==> src/common/cvd_pkg.sv <==
`default_nettype none
package cvd_pkg;
  localparam int ADDR_W = 16;
  localparam int DATA_W = 8;
  localparam int RAW_W = 12;
  localparam int RES_W = 16;
  localparam int CAP_W = 5;
  localparam int DIV_W = 6;
  localparam logic [ADDR_W-1:0] OFS_CTRL_MAIN = 16'h1d26;
  localparam logic [ADDR_W-1:0] OFS_CTRL_CVD = 16'h1d27;
  localparam logic [ADDR_W-1:0] OFS_CTRL_THR = 16'h1d29;
  localparam logic [ADDR_W-1:0] OFS_ACQ = 16'h1d30;
  localparam logic [ADDR_W-1:0] OFS_PRE = 16'h1d31;
  localparam logic [ADDR_W-1:0] OFS_CAP = 16'h1d32;
  localparam logic [ADDR_W-1:0] OFS_CLKDIV = 16'h1d33;
  localparam logic [ADDR_W-1:0] OFS_STATUS = 16'h1d34;
  localparam logic [ADDR_W-1:0] OFS_RES_LO = 16'h1d35;
  localparam logic [ADDR_W-1:0] OFS_RES_HI = 16'h1d36;
  localparam logic [ADDR_W-1:0] OFS_PREV_LO = 16'h1d37;
  localparam logic [ADDR_W-1:0] OFS_PREV_HI = 16'h1d38;
  localparam int B_ON = 7;
  localparam int B_CONTINUOUS_RETRIGGER = 6;
  localparam int B_CS = 4;
  localparam int B_FM_HI = 3;
  localparam int B_FM_LO = 2;
  localparam int B_IC = 1;
  localparam int B_GO = 0;
  localparam int B_INV = 6;
  localparam int B_GUARD_START_POLARITY = 5;
  localparam int B_DOUBLE_SAMPLE_ENABLE = 0;
  localparam int B_SOI = 3;
  localparam int B_DONE = 0;
  localparam int B_THR = 1;
  localparam int B_BUSY = 2;
  localparam logic [DATA_W-1:0] MAIN_RST = 8'h02;
  localparam logic [DATA_W-1:0] MAIN_MASK = 8'hdf;
  localparam logic [DATA_W-1:0] CVD_MASK = 8'h61;
  localparam logic [DATA_W-1:0] THR_MASK = 8'h08;
  localparam logic [7:0] CONV_TICKS = 8'h0e;
  typedef enum logic [1:0] {
    ST_IDLE = 2'b00,
    ST_PRE = 2'b01,
    ST_ACQ = 2'b10,
    ST_CONV = 2'b11
  } cvd_state_e;
  typedef struct packed {
    logic [ADDR_W-1:0] addr;
    logic [DATA_W-1:0] wdata;
    logic wr;
    logic rd;
  } cvd_bus_req_s;
  typedef struct packed {
    logic a;
    logic b;
  } cvd_guard_s;
endpackage
`default_nettype wire

==> src/hdl/cvd_acquisition_guard_control.sv <==
// Operation
// - Acquisition follows precharge at once, timed by the acquisition count.
// - Acquisition turns pin drivers off and links channel to hold capacitor.
// - With precharge on, acquisition count zero gives the longest acquisition.
// - With precharge off, acquisition count zero removes acquisition timing.
// - Two guard outputs A and B leave the block for pin routing.
// - First precharge start drives both guards to the start polarity.
// - Acquisition start inverts guard A, keeps guard B.
// - Double sample with invert: second precharge inverts both, A toggles again.
// - Extra hold capacitance is connected, except during conversion.
// - Enable bit 7 gates the converter; start needs it set.
// - Continuous mode relaunches until threshold stop or software clear.
// - Without continuous mode, start/busy clears at each completion.
// - Clock source bit picks RC oscillator or divided system clock.
// - Single-ended format low bit picks right or left justified.
// - Differential format picks sign-magnitude or two's complement, justified.
// - Input configuration bit picks differential when one; resets to one.
// - Writing start sets busy; busy reads one until the cycle ends.
// - Software abort stores partial result, resets, no done flag.
// - Precharge runs when its count is nonzero, skipped when zero.
// - Start polarity one makes guards start high, zero low.
// - Invert bit has effect only with double sampling.
`timescale 1ns/100ps
`default_nettype none
module cvd_acquisition_guard_control
  import cvd_pkg::*;
(
  input wire logic ref_clk,
  input wire logic arst_n,
  input wire cvd_bus_req_s busReq,
  output logic [DATA_W-1:0] rdData,
  input wire logic rcOscIn,
  input wire logic [RAW_W-1:0] convData,
  input wire logic thrEvent,
  output cvd_guard_s guardOut,
  output logic pinDriversOff,
  output logic holdConnect,
  output logic [CAP_W-1:0] extraCapSel,
  output logic convActive,
  output logic convClkRc
);

  function automatic logic [RES_W-1:0] fmtResult(
    input logic [RAW_W-1:0] raw,
    input logic [1:0] fm,
    input logic ic
  );
    logic [RAW_W-1:0] mag;
    logic [RES_W-RAW_W-1:0] pad;
    pad = '0;
    mag = raw[RAW_W-1] ? RAW_W'(-raw) : raw;
    if (!ic) begin
      fmtResult = fm[0] ? {pad, raw} : {raw, pad};
    end else begin
      unique case (fm)
        2'b11: fmtResult = {raw[RAW_W-1], pad[2:0], mag};
        2'b10: fmtResult = {raw[RAW_W-1], mag[RAW_W-2:0], pad};
        2'b01: fmtResult = {{(RES_W-RAW_W){raw[RAW_W-1]}}, raw};
        2'b00: fmtResult = {raw, pad};
      endcase
    end
  endfunction

  logic [DATA_W-1:0] mainReg;
  logic [DATA_W-1:0] cvdReg;
  logic [DATA_W-1:0] thrCtlReg;
  logic [7:0] acqReg;
  logic [7:0] preReg;
  logic [CAP_W-1:0] capReg;
  logic [DIV_W-1:0] divReg;
  logic doneReg;
  logic thrReg;
  logic [RES_W-1:0] resReg;
  logic [RES_W-1:0] prevReg;
  cvd_state_e stReg;
  cvd_state_e stNext;
  logic [7:0] cntReg;
  logic [7:0] cntNext;
  logic sampleIdxReg;
  logic [DIV_W-1:0] divCntReg;
  logic rcS1Reg;
  logic rcS2Reg;
  logic rcS3Reg;
  logic tick;
  logic enterPre;
  logic enterAcq;
  logic complete;
  logic abort;
  logic acqTimed;
  logic wrMain;
  logic thrStop;

  assign wrMain = busReq.wr && busReq.addr == OFS_CTRL_MAIN;
  // Abort on software clear of busy, or when enable drops mid-cycle
  assign abort = stReg != ST_IDLE &&
    ((wrMain && !busReq.wdata[B_GO]) || !mainReg[B_ON]);
  assign acqTimed = acqReg != 8'h00 || preReg != 8'h00;
  assign thrStop = thrCtlReg[B_SOI] && (thrReg || thrEvent);

  // RC oscillator is foreign to ref_clk; stage 1 feeds only stage 2
  always_ff @(posedge ref_clk or negedge arst_n) begin
    if (!arst_n) begin
      rcS1Reg <= 1'b0;
      rcS2Reg <= 1'b0;
      rcS3Reg <= 1'b0;
    end else begin
      rcS1Reg <= rcOscIn;
      rcS2Reg <= rcS1Reg;
      rcS3Reg <= rcS2Reg;
    end
  end

  always_ff @(posedge ref_clk or negedge arst_n) begin
    if (!arst_n) begin
      divCntReg <= '0;
    end else if (divCntReg >= divReg) begin
      divCntReg <= '0;
    end else begin
      divCntReg <= DIV_W'(divCntReg + 1'b1);
    end
  end

  // Converter clock period: RC edge or divided ref_clk
  assign tick = mainReg[B_CS] ? (rcS2Reg && !rcS3Reg)
                              : (divCntReg >= divReg);

  always_comb begin
    stNext = stReg;
    cntNext = cntReg;
    enterPre = 1'b0;
    enterAcq = 1'b0;
    complete = 1'b0;
    unique case (stReg)
      ST_IDLE: begin
        if (mainReg[B_GO] && mainReg[B_ON]) begin
          if (preReg != 8'h00) begin
            stNext = ST_PRE;
            cntNext = preReg;
            enterPre = 1'b1;
          end else begin
            enterAcq = 1'b1;
            stNext = acqTimed ? ST_ACQ : ST_CONV;
            cntNext = acqTimed ? acqReg : CONV_TICKS;
          end
        end
      end
      ST_PRE: begin
        if (tick) begin
          if (cntReg == 8'h01) begin
            enterAcq = 1'b1;
            stNext = ST_ACQ;
            cntNext = acqReg; // Zero wraps to the full 256 periods
          end else begin
            cntNext = 8'(cntReg - 1'b1);
          end
        end
      end
      ST_ACQ: begin
        if (tick) begin
          if (cntReg == 8'h01) begin
            stNext = ST_CONV;
            cntNext = CONV_TICKS;
          end else begin
            cntNext = 8'(cntReg - 1'b1);
          end
        end
      end
      ST_CONV: begin
        if (tick) begin
          if (cntReg == 8'h01) begin
            complete = 1'b1;
            stNext = ST_IDLE;
          end else begin
            cntNext = 8'(cntReg - 1'b1);
          end
        end
      end
    endcase
    if (abort) begin
      stNext = ST_IDLE;
      cntNext = 8'h00;
      enterPre = 1'b0;
      enterAcq = 1'b0;
      complete = 1'b0;
    end
  end

  always_ff @(posedge ref_clk or negedge arst_n) begin
    if (!arst_n) begin
      stReg <= ST_IDLE;
      cntReg <= 8'h00;
    end else begin
      stReg <= stNext;
      cntReg <= cntNext;
    end
  end

  always_ff @(posedge ref_clk or negedge arst_n) begin
    if (!arst_n) begin
      sampleIdxReg <= 1'b0;
    end else if (abort) begin
      sampleIdxReg <= 1'b0;
    end else if (complete) begin
      sampleIdxReg <= cvdReg[B_DOUBLE_SAMPLE_ENABLE] && !sampleIdxReg;
    end
  end

  // Guards only move on stage entries, otherwise they hold
  always_ff @(posedge ref_clk or negedge arst_n) begin
    if (!arst_n) begin
      guardOut <= '0;
    end else if (enterPre) begin
      if (sampleIdxReg && cvdReg[B_DOUBLE_SAMPLE_ENABLE] && cvdReg[B_INV]) begin
        guardOut.a <= !cvdReg[B_GUARD_START_POLARITY];
        guardOut.b <= !cvdReg[B_GUARD_START_POLARITY];
      end else begin
        guardOut.a <= cvdReg[B_GUARD_START_POLARITY];
        guardOut.b <= cvdReg[B_GUARD_START_POLARITY];
      end
    end else if (enterAcq) begin
      guardOut.a <= !guardOut.a;
    end
  end

  always_ff @(posedge ref_clk or negedge arst_n) begin
    if (!arst_n) begin
      pinDriversOff <= 1'b0;
      holdConnect <= 1'b0;
      extraCapSel <= '0;
      convActive <= 1'b0;
      convClkRc <= 1'b0;
    end else begin
      pinDriversOff <= stNext == ST_ACQ;
      holdConnect <= stNext == ST_ACQ;
      extraCapSel <= (stNext == ST_CONV) ? '0 : capReg;
      convActive <= stNext == ST_CONV;
      convClkRc <= mainReg[B_CS];
    end
  end

  // Start/busy: a software write beats a same-cycle hardware clear
  always_ff @(posedge ref_clk or negedge arst_n) begin
    if (!arst_n) begin
      mainReg <= MAIN_RST;
    end else if (wrMain) begin
      mainReg <= busReq.wdata & MAIN_MASK;
      mainReg[B_GO] <= busReq.wdata[B_GO] && busReq.wdata[B_ON];
    end else if (!mainReg[B_ON]) begin
      mainReg[B_GO] <= 1'b0;
    end else if (complete) begin
      if (!mainReg[B_CONTINUOUS_RETRIGGER] || thrStop) begin
        mainReg[B_GO] <= 1'b0;
      end
    end
  end

  always_ff @(posedge ref_clk or negedge arst_n) begin
    if (!arst_n) begin
      cvdReg <= '0;
      thrCtlReg <= '0;
      acqReg <= 8'h00;
      preReg <= 8'h00;
      capReg <= '0;
      divReg <= '0;
    end else if (busReq.wr) begin
      unique case (busReq.addr)
        OFS_CTRL_CVD: cvdReg <= busReq.wdata & CVD_MASK;
        OFS_CTRL_THR: thrCtlReg <= busReq.wdata & THR_MASK;
        OFS_ACQ: acqReg <= busReq.wdata;
        OFS_PRE: preReg <= busReq.wdata;
        OFS_CAP: capReg <= busReq.wdata[CAP_W-1:0];
        OFS_CLKDIV: divReg <= busReq.wdata[DIV_W-1:0];
        default: ;
      endcase
    end
  end

  // Sticky flags: write one clears, a same-cycle event wins
  always_ff @(posedge ref_clk or negedge arst_n) begin
    if (!arst_n) begin
      doneReg <= 1'b0;
      thrReg <= 1'b0;
    end else begin
      if (complete) begin
        doneReg <= 1'b1;
      end else if (busReq.wr && busReq.addr == OFS_STATUS &&
                   busReq.wdata[B_DONE]) begin
        doneReg <= 1'b0;
      end
      if (thrEvent) begin
        thrReg <= 1'b1;
      end else if (busReq.wr && busReq.addr == OFS_STATUS &&
                   busReq.wdata[B_THR]) begin
        thrReg <= 1'b0;
      end
    end
  end

  always_ff @(posedge ref_clk or negedge arst_n) begin
    if (!arst_n) begin
      resReg <= '0;
      prevReg <= '0;
    end else if (complete || abort) begin
      prevReg <= resReg;
      resReg <= fmtResult(convData, mainReg[B_FM_HI:B_FM_LO], mainReg[B_IC]);
    end
  end

  always_ff @(posedge ref_clk or negedge arst_n) begin
    if (!arst_n) begin
      rdData <= '0;
    end else if (busReq.rd) begin
      unique case (busReq.addr)
        OFS_CTRL_MAIN: rdData <= mainReg;
        OFS_CTRL_CVD: rdData <= cvdReg;
        OFS_CTRL_THR: rdData <= thrCtlReg;
        OFS_ACQ: rdData <= acqReg;
        OFS_PRE: rdData <= preReg;
        OFS_CAP: rdData <= DATA_W'(capReg);
        OFS_CLKDIV: rdData <= DATA_W'(divReg);
        OFS_STATUS: rdData <= DATA_W'({stReg != ST_IDLE, thrReg, doneReg});
        OFS_RES_LO: rdData <= resReg[7:0];
        OFS_RES_HI: rdData <= resReg[15:8];
        OFS_PREV_LO: rdData <= prevReg[7:0];
        OFS_PREV_HI: rdData <= prevReg[15:8];
        default: rdData <= '0;
      endcase
    end else begin
      rdData <= '0;
    end
  end

endmodule
`default_nettype wire

==> config.mk <==
export PLATFORM = sky130hd
export DESIGN_NAME = cvd_acquisition_guard_control
export DESIGN_NICKNAME = d
export VERILOG_FILES = /design/src/common/cvd_pkg.sv /design/src/hdl/cvd_acquisition_guard_control.sv
export SDC_FILE = /design/constraint.sdc
export NUM_CORES = 1
export LEC_CHECK = 0
export BUFFER_PORTS_ARGS = -buffer_cell sky130_fd_sc_hd__buf_2
export CORE_MARGIN = 2
export CORE_UTILIZATION = 45
export DETAILED_ROUTE_END_ITERATION = 16
export PLACE_DENSITY_LB_ADDON = 0.2
export SYNTH_ARGS = -nofsm -noshare
export SYNTH_HDL_FRONTEND = slang
export SYNTH_SLANG_ARGS = --single-unit
==> constraint.sdc <==
create_clock -name ref_clk -period 2.8 [get_ports ref_clk]
set_input_delay 0.28 -clock ref_clk [delete_from_list [all_inputs] [get_ports ref_clk]]
set_output_delay 0.28 -clock ref_clk [all_outputs]
set_load 0.01 [all_outputs]
==> results of run 1 <==
[layer usage]
| metal | track usage, % | part of all wire [%] |
|---|---|---|
| met1 | 33.50 | 46 |
| met2 | 36.73 | 46 |
| met3 | 3.511 | 6.1 |
| met4 | 9.124 | 2.2 |
| met5 | 0 | 0 |
[cells by family after synthesis]
family                   after synthesis  share of synthesized area, %
AO/OA/AOI/OAI                        142                         15.63
XOR/XNOR                              17                         2.384
adder cells (fa/ha/maj)               11                         2.163
buffers and inverters                 50                         3.526
flip-flops                           110                         44.09
multiplexers                          82                         15.68
AND/OR/NAND/NOR                      191                         16.53
[layout by cell type, fill, tap and decap left out, types with 4 or more instances in the layout]
cell       instances
a211oi_1           8
a21o_1             5
a21oi_1           40
a222oi_1           4
a22oi_1           12
a31oi_1            8
and2_1             6
and3_1            11
buf_2             59
buf_4             16
clkbuf_16          9
dfrtp_1          109
ha_1              10
inv_1             21
mux2_1             5
mux2_2            42
mux2_4            20
mux2i_1           15
nand2_1           39
nand2b_1           6
nand3_1           21
nand3b_1           4
nand4_1            8
nor2_1            51
nor2b_1            6
nor3_1            12
nor4_1             4
o21a_1             4
o21ai_0           22
o22ai_1            4
xnor2_1           10
xor2_1             7
[through the flow]
step,worst slack (ns),hold slack (ns),cell area [sq um]
6_report,0.2946,0.02197,7078
5_1_grt,0.1409,0.01553,7078
4_1_cts,0.3267,0.01407,7078
3_5_place_dp,0.3734,0.3413,6765
3_3_place_gp,0.4474,0.3317,6765
2_1_floorplan,0.6372,-0.01559,6246
[layout make-up]
| class | count | area (sq um) |
|---|---|---|
| well taps | 180 | 225.2 |
| inverters | 21 | 78.83 |
| repair buffers | 77 | 445.4 |
| flip-flops and latches | 110 | 2754 |
| fillers | 1253 | 6641 |
| clock buffers | 14 | 264.0 |
| multi-input cells | 443 | 3272 |
| clock inverters | 2 | 38.79 |
[synth_stat cells, drive strengths merged (4+ instances only)]
library cell  number  share of area [%]
dfrtp            109                 44
mux2              67                 13
nor2              52                3.2
a21oi             40                3.2
nand2             40                2.5
o21ai             24                1.9
nand3             22                1.8
inv               21                1.3
clkbuf            17                1.0
mux2i             15                2.4
a22oi             12                1.4
buf               12                1.2
nor3              12               0.96
and3              11                1.1
ha                10                2.0
xnor2             10                1.4
a211oi             8               0.96
a31oi              8               0.80
nand4              8               0.80
xor2               7               0.98
a21o               6               0.84
and2               6               0.60
nand2b             6               0.60
nor2b              6               0.60
nor4               5               0.74
a222oi             4               0.64
nand3b             4               0.48
nor3b              4               0.56
o21a               4               0.48
o22ai              4               0.40
or4                4               0.54
[where the power goes]
group	internal (W)	total (W)	switching, W
combinational	0.000138	0.000319	0.000182
sequential	0.00164	0.00170	0.0000533
clock	0.000748	0.00132	0.000572
total	0.00253	0.00333	0.000807
[path summary, 6_finish.rpt]
| check | startpoint | end | depth (start not counted) |
|---|---|---|---|
| setup / recovery | divReg[5]$_DFFE_PN0P_ | extraCapSel[2]$_DFF_PN0_ | 8 |
| hold / removal | rcOscIn | rcS1Reg$_DFF_PN0_ | 1 |
| setup reg to reg | divReg[5]$_DFFE_PN0P_ | extraCapSel[2]$_DFF_PN0_ | 8 |
| hold reg to reg | rcS1Reg$_DFF_PN0_ | rcS2Reg$_DFF_PN0_ | 0 |
| max in group asynchronous | arst_n | mainReg[4]$_DFFE_PN0N_ | 3 |
| min in group asynchronous | arst_n | acqReg[5]$_DFFE_PN0P_ | 2 |
[sequential cells by signal, summed over array words and instances (netlist names), 2 cells and up]
name	count
divCntReg	6
stReg	2
extraCapSel	5
guardOut	2
capReg	5
acqReg	8
preReg	8
rdData	8
prevReg	16
mainReg	7
cvdReg	3
cntReg	8
divReg	6
resReg	16
[worst max-delay path: stages, from the launching register on]
cell and delay (ns):
dfrtp_1 0.35, inv_1 0.07, ha_1 0.35, a21oi_1 0.21, o22ai_1 0.14, a21oi_1 0.38
a211oi_1 0.27, a2111oi_4 0.50, nor2_1 0.11
==> results.py, run 1 <==
metrics = {
    "worst_setup_path": {
        "cp.arrival_ns": 2.74,
        "cp-end-kind": "flip-flop",
        "cp_max_fo": 6,
        "required_ns": 3.03,
        "critPathKind": "reg2reg",
        "start_kind": "flip-flop",
        "r2r_setup_slack_ns": 0.29,
    },
    "sta": {
        "post-route-period-util_pct": 89.48,
        "max_freq_ghz": 0.3991,
        "period_needed_ns": 2.505,
        "setup_tns_ns": 0,
        "setup_viol": 0,
        "hold_viol_final": 0,
        "max_slew_margin_pct": 51.52,
        "tightest_slew_ns": 0.7228,
        "slew_violations": 0,
        "rsz0062_at_grt": "false",
        "fin_worst_skew_ns": 0.009303,
    },
    "place": {
        "numPortBuffers": 60,
        "gp_congestion": 0.9222,
        "dp.cells": 830,
        "place_hpwl_um": 12220,
    },
    "floorplanning": {
        "start_util_pct": 45.53,
        "std_cell_rows": 43,
        "die_w_um": 121.8,
        "die_h_um": 121.8,
        "die-area_sq_mm": 0.01484,
        "coreArea_sq_mm": 0.01372,
        "io_pins": 61,
    },
    "worst_hold_path": {
        "hp-class": "in2reg",
    },
    "route": {
        "wl_um": 16750,
        "viasPerCell": 5.852,
        "route.detailed.drc": 0,
        "vias": 4957,
        "firstDrtPassIters": 5,
        "ant_nets": 0,
        "wl_per_cell_um": 19.78,
        "drt_iter0_markers": 581,
    },
    "cts": {
        "path_clk_slew_ns": 0.07,
        "cts.sinks": 110,
        "post_cts_buffers": 0,
        "ctsResizeCount": 0,
        "cts_buffer_depth": 2,
        "numCtsBuffers": 9,
        "hold_buffers": 1,
        "cts_tree": "done",
        "clk-insertion-delay-late_ns": 0.36,
        "ctsHtreeMaxLevel": 3,
        "root_buffer": "clkbuf_16",
    },
    "synthesis": {
        "synth_cells": 603,
        "synthesis.area_sq_mm": 0.006246,
        "synthFlopType": "dfrtp_1",
        "synth-edff-count": 0,
        "ys_warn_count": 0,
        "ys_seq_area_share_pct": 44.09,
        "synth.distinct_cells": 75,
        "synth_area_per_cell_sq_um": 10.36,
        "synth_fp_nets": 655,
        "ys_async_sr_fraction_pct": 100.0,
        "ys_seq_elements": 110,
    },
    "finish": {
        "layoutNonFillerInstCount": 847,
        "final_util_pct": 51.59,
        "layout.nets": 714,
        "layout-drive-gt1-share_pct": 25.19,
        "synthToLayoutAreaGrowth_pct": 13.32,
        "antenna_cells": 0,
    },
    "grt": {
        "grt_antenna_before_repair": 0,
        "grt-ovfl-total": 0,
        "grt_pass1_vias": 4735,
        "grt_max_degree": 57,
        "track_usage_pct": 23.67,
        "grt_pass1_wl_um": 26560,
    },
    "power_and_ir_drop": {
        "ir_drop_mv": 0.3705,
        "power_density_mw_per_mm2": 471.1,
        "leakage_nw": 3.252,
        "total_power_w": 0.003335,
    },
    "outcome": {
        "status": "completed",
    },
    "run": {
        "drv_cap": 0,
    },
}
(Power assumes the default switching activity.)
==> run 2: changes to the inputs <==
Settings changed: CORE_ASPECT_RATIO set to 0.7, MAX_ROUTING_LAYER set to met4.
==> results.py, run 2 (synthesis gave the netlist of run 1 again) <==
metrics = {
    "outcome": {
        "status": "completed",
    },
    "sta": {
        "slew_violations": 0,
        "setup_tns_ns": 0,
        "max_slew_margin_pct": 48.95,
        "rsz0062_at_grt": "false",
        "tightest_slew_ns": 0.7611,
        "fin_worst_skew_ns": 0.008196,
        "max_freq_ghz": 0.3792,
        "period_needed_ns": 2.637,
        "post-route-period-util_pct": 94.18,
        "hold_viol_final": 0,
        "setup_viol": 0,
    },
    "finish": {
        "nFillCells": 1203,
        "final_util_pct": 53.03,
        "final_cell_mix": "109 x dfrtp_1, 59 x buf_2, 51 x nor2_1",
        "top_regs": "prevReg (16), resReg (16)",
        "fin_area_sq_mm": 0.007083,
        "layout_commonest_cell": "dfrtp_1",
        "synthToLayoutAreaGrowth_pct": 13.40,
        "register_area_sq_mm": 0.002754,
        "layout-drive-gt1-share_pct": 25.38,
        "antenna_cells": 0,
        "layout.nets": 713,
        "multiInputGateArea_sq_mm": 0.003272,
    },
    "route": {
        "wl_per_cell_um": 20.58,
        "route.detailed.drc": 0,
        "drt_iter0_markers": 599,
        "wl_um": 17510,
        "vias": 5138,
        "viasPerCell": 6.038,
        "ant_nets": 0,
        "firstDrtPassIters": 5,
    },
    "worst_hold_path": {
        "hp-class": "in2reg",
        "hold_start": "rcOscIn",
    },
    "floorplanning": {
        "die-area_sq_mm": 0.01485,
        "coreArea_sq_mm": 0.01336,
        "die_h_um": 102.6,
        "io_pins": 61,
        "std_cell_rows": 35,
        "start_util_pct": 46.76,
        "die_w_um": 144.8,
    },
    "cts": {
        "hold_buffers": 1,
        "numCtsBuffers": 9,
        "cts.sinks": 110,
        "root_buffer": "clkbuf_16",
        "cts_tree": "done",
        "path_clk_slew_ns": 0.07,
        "ctsResizeCount": 0,
        "cts_buffer_depth": 2,
        "clk-insertion-delay-late_ns": 0.35,
        "ctsHtreeMaxLevel": 3,
        "post_cts_buffers": 0,
    },
    "power_and_ir_drop": {
        "combPwrFrac_pct": 9.6,
        "switching_share_pct": 24.66,
        "leakage_nw": 3.253,
        "ir_drop_mv": 0.3060,
        "power_density_mw_per_mm2": 473.4,
        "p_switching_w": 0.0008268,
        "internal_power_w": 0.002526,
        "clock_power_share_pct": 39.9,
        "seq_power_share_pct": 50.5,
        "total_power_w": 0.003353,
    },
    "worst_setup_path": {
        "start_kind": "flip-flop",
        "cp-end-kind": "flip-flop",
        "cp_max_fo": 6,
        "required_ns": 3.01,
        "critPathSlowestCell": "a21oi_1",
        "cp.arrival_ns": 2.85,
        "setup.worst_path.start": "divReg[5]$_DFFE_PN0P_",
        "crit_top_cell": "a21oi_1",
        "path_cells": "inv_1 -> ha_1 -> a21oi_1 -> o22ai_1 -> a21oi_1 -> a211oi_1 -> a2111oi_4 -> nor2_1",
        "max_stage_delay_ns": 0.49,
        "critPathKind": "reg2reg",
        "rr_startpoint": "divReg[5]$_DFFE_PN0P_",
    },
    "place": {
        "gp_congestion": 0.9278,
        "numPortBuffers": 60,
        "place_hpwl_um": 13530,
        "placed_area_sq_mm": 0.006764,
    },
    "run": {
        "drv_cap": 0,
    },
    "grt": {
        "grt_max_degree": 52,
        "grt-ovfl-total": 0,
        "grt_pass1_wl_um": 27680,
        "grt_antenna_before_repair": 0,
        "track_usage_pct": 25.71,
        "grt_pass1_vias": 4898,
    },
}
## run 2: cell types whose count changed in the layout (fill, tap and decap cells not counted), sizes merged
cell / delta
buf: -1
clkbuf: -2
clkinv: +2
## run 2: critical path: cells and delay by family, from the launching register on
family | cells | cell delay (ns)
adder cells (fa/ha/maj) | 1 | 0.33
AND/OR/NAND/NOR | 1 | 0.11
buffers and inverters | 1 | 0.06
AO/OA/AOI/OAI | 5 | 1.64
flip-flops | 1 | 0.36
## run 2: power groups by stage
stage / sequential (W) / combinational [W] / clock, W
final: 0.00169 / 0.000323 / 0.00134
after global routing: 0.00170 / 0.000363 / 0.00142
after CTS: 0.00169 / 0.000322 / 0.00136
after detailed placement: 0.00172 / 0.000319 / 0
after global placement: 0.00172 / 0.000307 / 0
after floorplan: 0.00171 / 0.000189 / 0
## run 2: layout make-up
class	instances	share of cell area, %
clock inverter	4	0.7419
multi-input combinational	443	46.19
inverter	21	1.113
timing repair buffer	76	6.183
tap	185	3.268
sequential	110	38.88
clock buffer	12	3.621
## run 2: routing by layer
| metal | GRT usage [%] | routed length [um] |
|---|---|---|
| met1 | 40.42 | 8763 |
| met2 | 34.43 | 7040 |
| met3 | 4.691 | 1536 |
| met4 | 4.854 | 169 |
| met5 | - | 0 |
## run 2: worst paths after layout
path,cells after the start,to,slack (ns)
min reg2reg,0,rcS2Reg$_DFF_PN0_,0.36
min,1,rcS1Reg$_DFF_PN0_,0.03
max,8,extraCapSel[1]$_DFF_PN0_,0.16
max in group asynchronous,3,prevReg[15]$_DFFE_PN0P_,1.46
max reg2reg,8,extraCapSel[1]$_DFF_PN0_,0.16
min in group asynchronous,2,prevReg[9]$_DFFE_PN0P_,0.51
## run 2: metrics by stage
| step | cells | setup WS, ns | hold WS [ns] |
|---|---|---|---|
| 2_1_floorplan | 603 | 0.6372 | -0.01559 |
| 3_3_place_gp | 834 | 0.3890 | 0.3338 |
| 3_5_place_dp | 834 | 0.2947 | 0.3441 |
| 4_1_cts | 851 | 0.2654 | 0.02800 |
| 5_1_grt | 851 | 0.05700 | 0.02252 |
| 6_report | 851 | 0.1629 | 0.03445 |
==> run 3: changes to the inputs <==
Settings changed: CORE_UTILIZATION 45 to 50, GPL_TIMING_DRIVEN set to 0.
Clock period 2.8 ns to 3.3 ns, I/O delays scaled along.
==> results.py, run 3 (synthesis gave the netlist of run 1 again) <==
metrics = {
    "outcome": {
        "status": "completed",
    },
    "worst_hold_path": {
        "min_to": "rcS1Reg$_DFF_PN0_",
        "hp-class": "in2reg",
        "min_delay_path_depth": 1,
        "hold_start": "rcOscIn",
    },
    "route": {
        "drt_iter0_markers": 593,
        "viasPerCell": 6.140,
        "firstDrtPassIters": 5,
        "ant_nets": 0,
        "wl_um": 17650,
        "vias": 5170,
        "wl_per_cell_um": 20.96,
        "route.detailed.drc": 0,
    },
    "worst_setup_path": {
        "path_cells": "inv_1 -> ha_1 -> a21oi_1 -> o22ai_1 -> a21oi_1 -> a211oi_1 -> a2111oi_4 -> nor2_1",
        "critPathKind": "reg2reg",
        "max_stage_delay_ns": 0.50,
        "cp_max_fo": 6,
        "start_kind": "flip-flop",
        "reg2reg_to": "extraCapSel[2]$_DFF_PN0_",
        "r2r_setup_slack_ns": 0.61,
        "rr_worst_depth": 8,
        "cp.arrival_ns": 2.90,
        "required_ns": 3.51,
        "cp-end-kind": "flip-flop",
        "critPathSlowestCell": "a2111oi_4",
        "rr_startpoint": "divReg[5]$_DFFE_PN0P_",
        "crit_top_cell": "a21oi_1",
        "critPathBufInv": 1,
        "cp_top_family": "compound AO/OA/AOI/OAI gates",
    },
    "sta": {
        "setup_tns_ns": 0,
        "post-route-period-util_pct": 81.49,
        "setup_viol": 0,
        "slew_violations": 0,
        "max_freq_ghz": 0.3719,
        "tightest_slew_ns": 0.7046,
        "period_needed_ns": 2.689,
        "rsz0062_at_grt": "false",
        "max_slew_margin_pct": 52.74,
        "fin_worst_skew_ns": 0.009432,
        "hold_ws_ns": 0.07925,
        "hold_viol_final": 0,
    },
    "floorplanning": {
        "std_cell_rows": 34,
        "die_h_um": 97.51,
        "coreArea_sq_mm": 0.01229,
        "io_pins": 61,
        "die-area_sq_mm": 0.01342,
        "start_util_pct": 50.80,
        "die_w_um": 137.6,
    },
    "finish": {
        "layout_commonest_cell": "dfrtp_1",
        "synthToLayoutAreaGrowth_pct": 13.32,
        "layout.nets": 727,
        "antenna_cells": 0,
        "final_cell_mix": "109 x dfrtp_1, 63 x buf_2, 51 x nor2_1",
        "top_regs": "prevReg (16), resReg (16)",
        "layout-drive-gt1-share_pct": 24.12,
    },
    "place": {
        "place_hpwl_um": 13540,
        "gp_congestion": 0.9417,
        "numPortBuffers": 59,
    },
    "grt": {
        "grt_max_degree": 74,
        "grt_pass1_vias": 4866,
        "grt-ovfl-total": 0,
        "track_usage_pct": 28.43,
        "grt_pass1_wl_um": 27860,
        "grt_antenna_before_repair": 0,
    },
    "cts": {
        "cts_buffer_depth": 2,
        "post_cts_buffers": 0,
        "ctsResizeCount": 0,
        "numCtsBuffers": 9,
        "ctsHtreeMaxLevel": 3,
        "cts_tree": "done",
        "hold_buffers": 1,
        "clk-insertion-delay-late_ns": 0.35,
        "cts.sinks": 110,
        "path_clk_slew_ns": 0.07,
        "root_buffer": "clkbuf_16",
    },
    "run": {
        "drv_cap": 0,
    },
    "power_and_ir_drop": {
        "power_density_mw_per_mm2": 393.8,
        "ir_drop_mv": 0.2525,
        "leakage_nw": 3.244,
    },
}
==> run 3: area by class of cell <==
class | instances | area, sq um
Fill cell | 1089 | 5216
Multi-Input combinational cell | 443 | 3272
Sequential cell | 110 | 2754
Timing Repair Buffer | 61 | 335.3
Clock buffer | 11 | 252.7
Tap cell | 162 | 202.7
Buffer | 29 | 141.4
Inverter | 21 | 78.83
Clock inverter | 5 | 41.29
==> run 3: where the power goes <==
| group | total (W) | internal, W | switching [W] |
|---|---|---|---|
| Clock | 0.00108 | 0.000562 | 0.000516 |
| Combinational | 0.000274 | 0.000117 | 0.000157 |
| Sequential | 0.00144 | 0.00139 | 0.0000426 |
==> run 3: routing by layer <==
metal | track usage, % | part of all wire, %
met5 | - | 0
met2 | 35.40 | 39
met1 | 46.28 | 50
met3 | 6.468 | 9.7
met4 | 5.393 | 1.0
==> run 3: how the worst max path moves through the flow <==
stage / startpoint / endpoint / slack (ns) / cells past startpoint
final: divReg[5]$_DFFE_PN0P_ / extraCapSel[2]$_DFF_PN0_ / 0.61 / 8
after global routing: divReg[5]$_DFFE_PN0P_ / extraCapSel[2]$_DFF_PN0_ / 0.51 / 8
after CTS: divReg[5]$_DFFE_PN0P_ / extraCapSel[2]$_DFF_PN0_ / 0.70 / 8
after detailed placement: divReg[5]$_DFFE_PN0P_ / prevReg[12]$_DFFE_PN0P_ / 0.72 / 9
after global placement: arst_n / divCntReg[3]$_DFF_PN0_ / 0.69 / 1
after floorplan: divCntReg[5]$_DFF_PN0_ / prevReg[0]$_DFFE_PN0P_ / 1.14 / 8
==> run 3: stage by stage <==
step	worst slack (ns)	std cells	total power, W	util [%]	cell area [sq um]
2_1_floorplan	1.137	603	0.001610	-	6246
6_report	0.6110	842	0.002787	57.57	7078
3_3_place_gp	0.6911	824	0.001718	54.85	6744
4_1_cts	0.6968	842	0.002798	57.57	7078
5_1_grt	0.5077	842	0.002898	57.57	7078
3_5_place_dp	0.7229	825	0.001734	55.10	6774
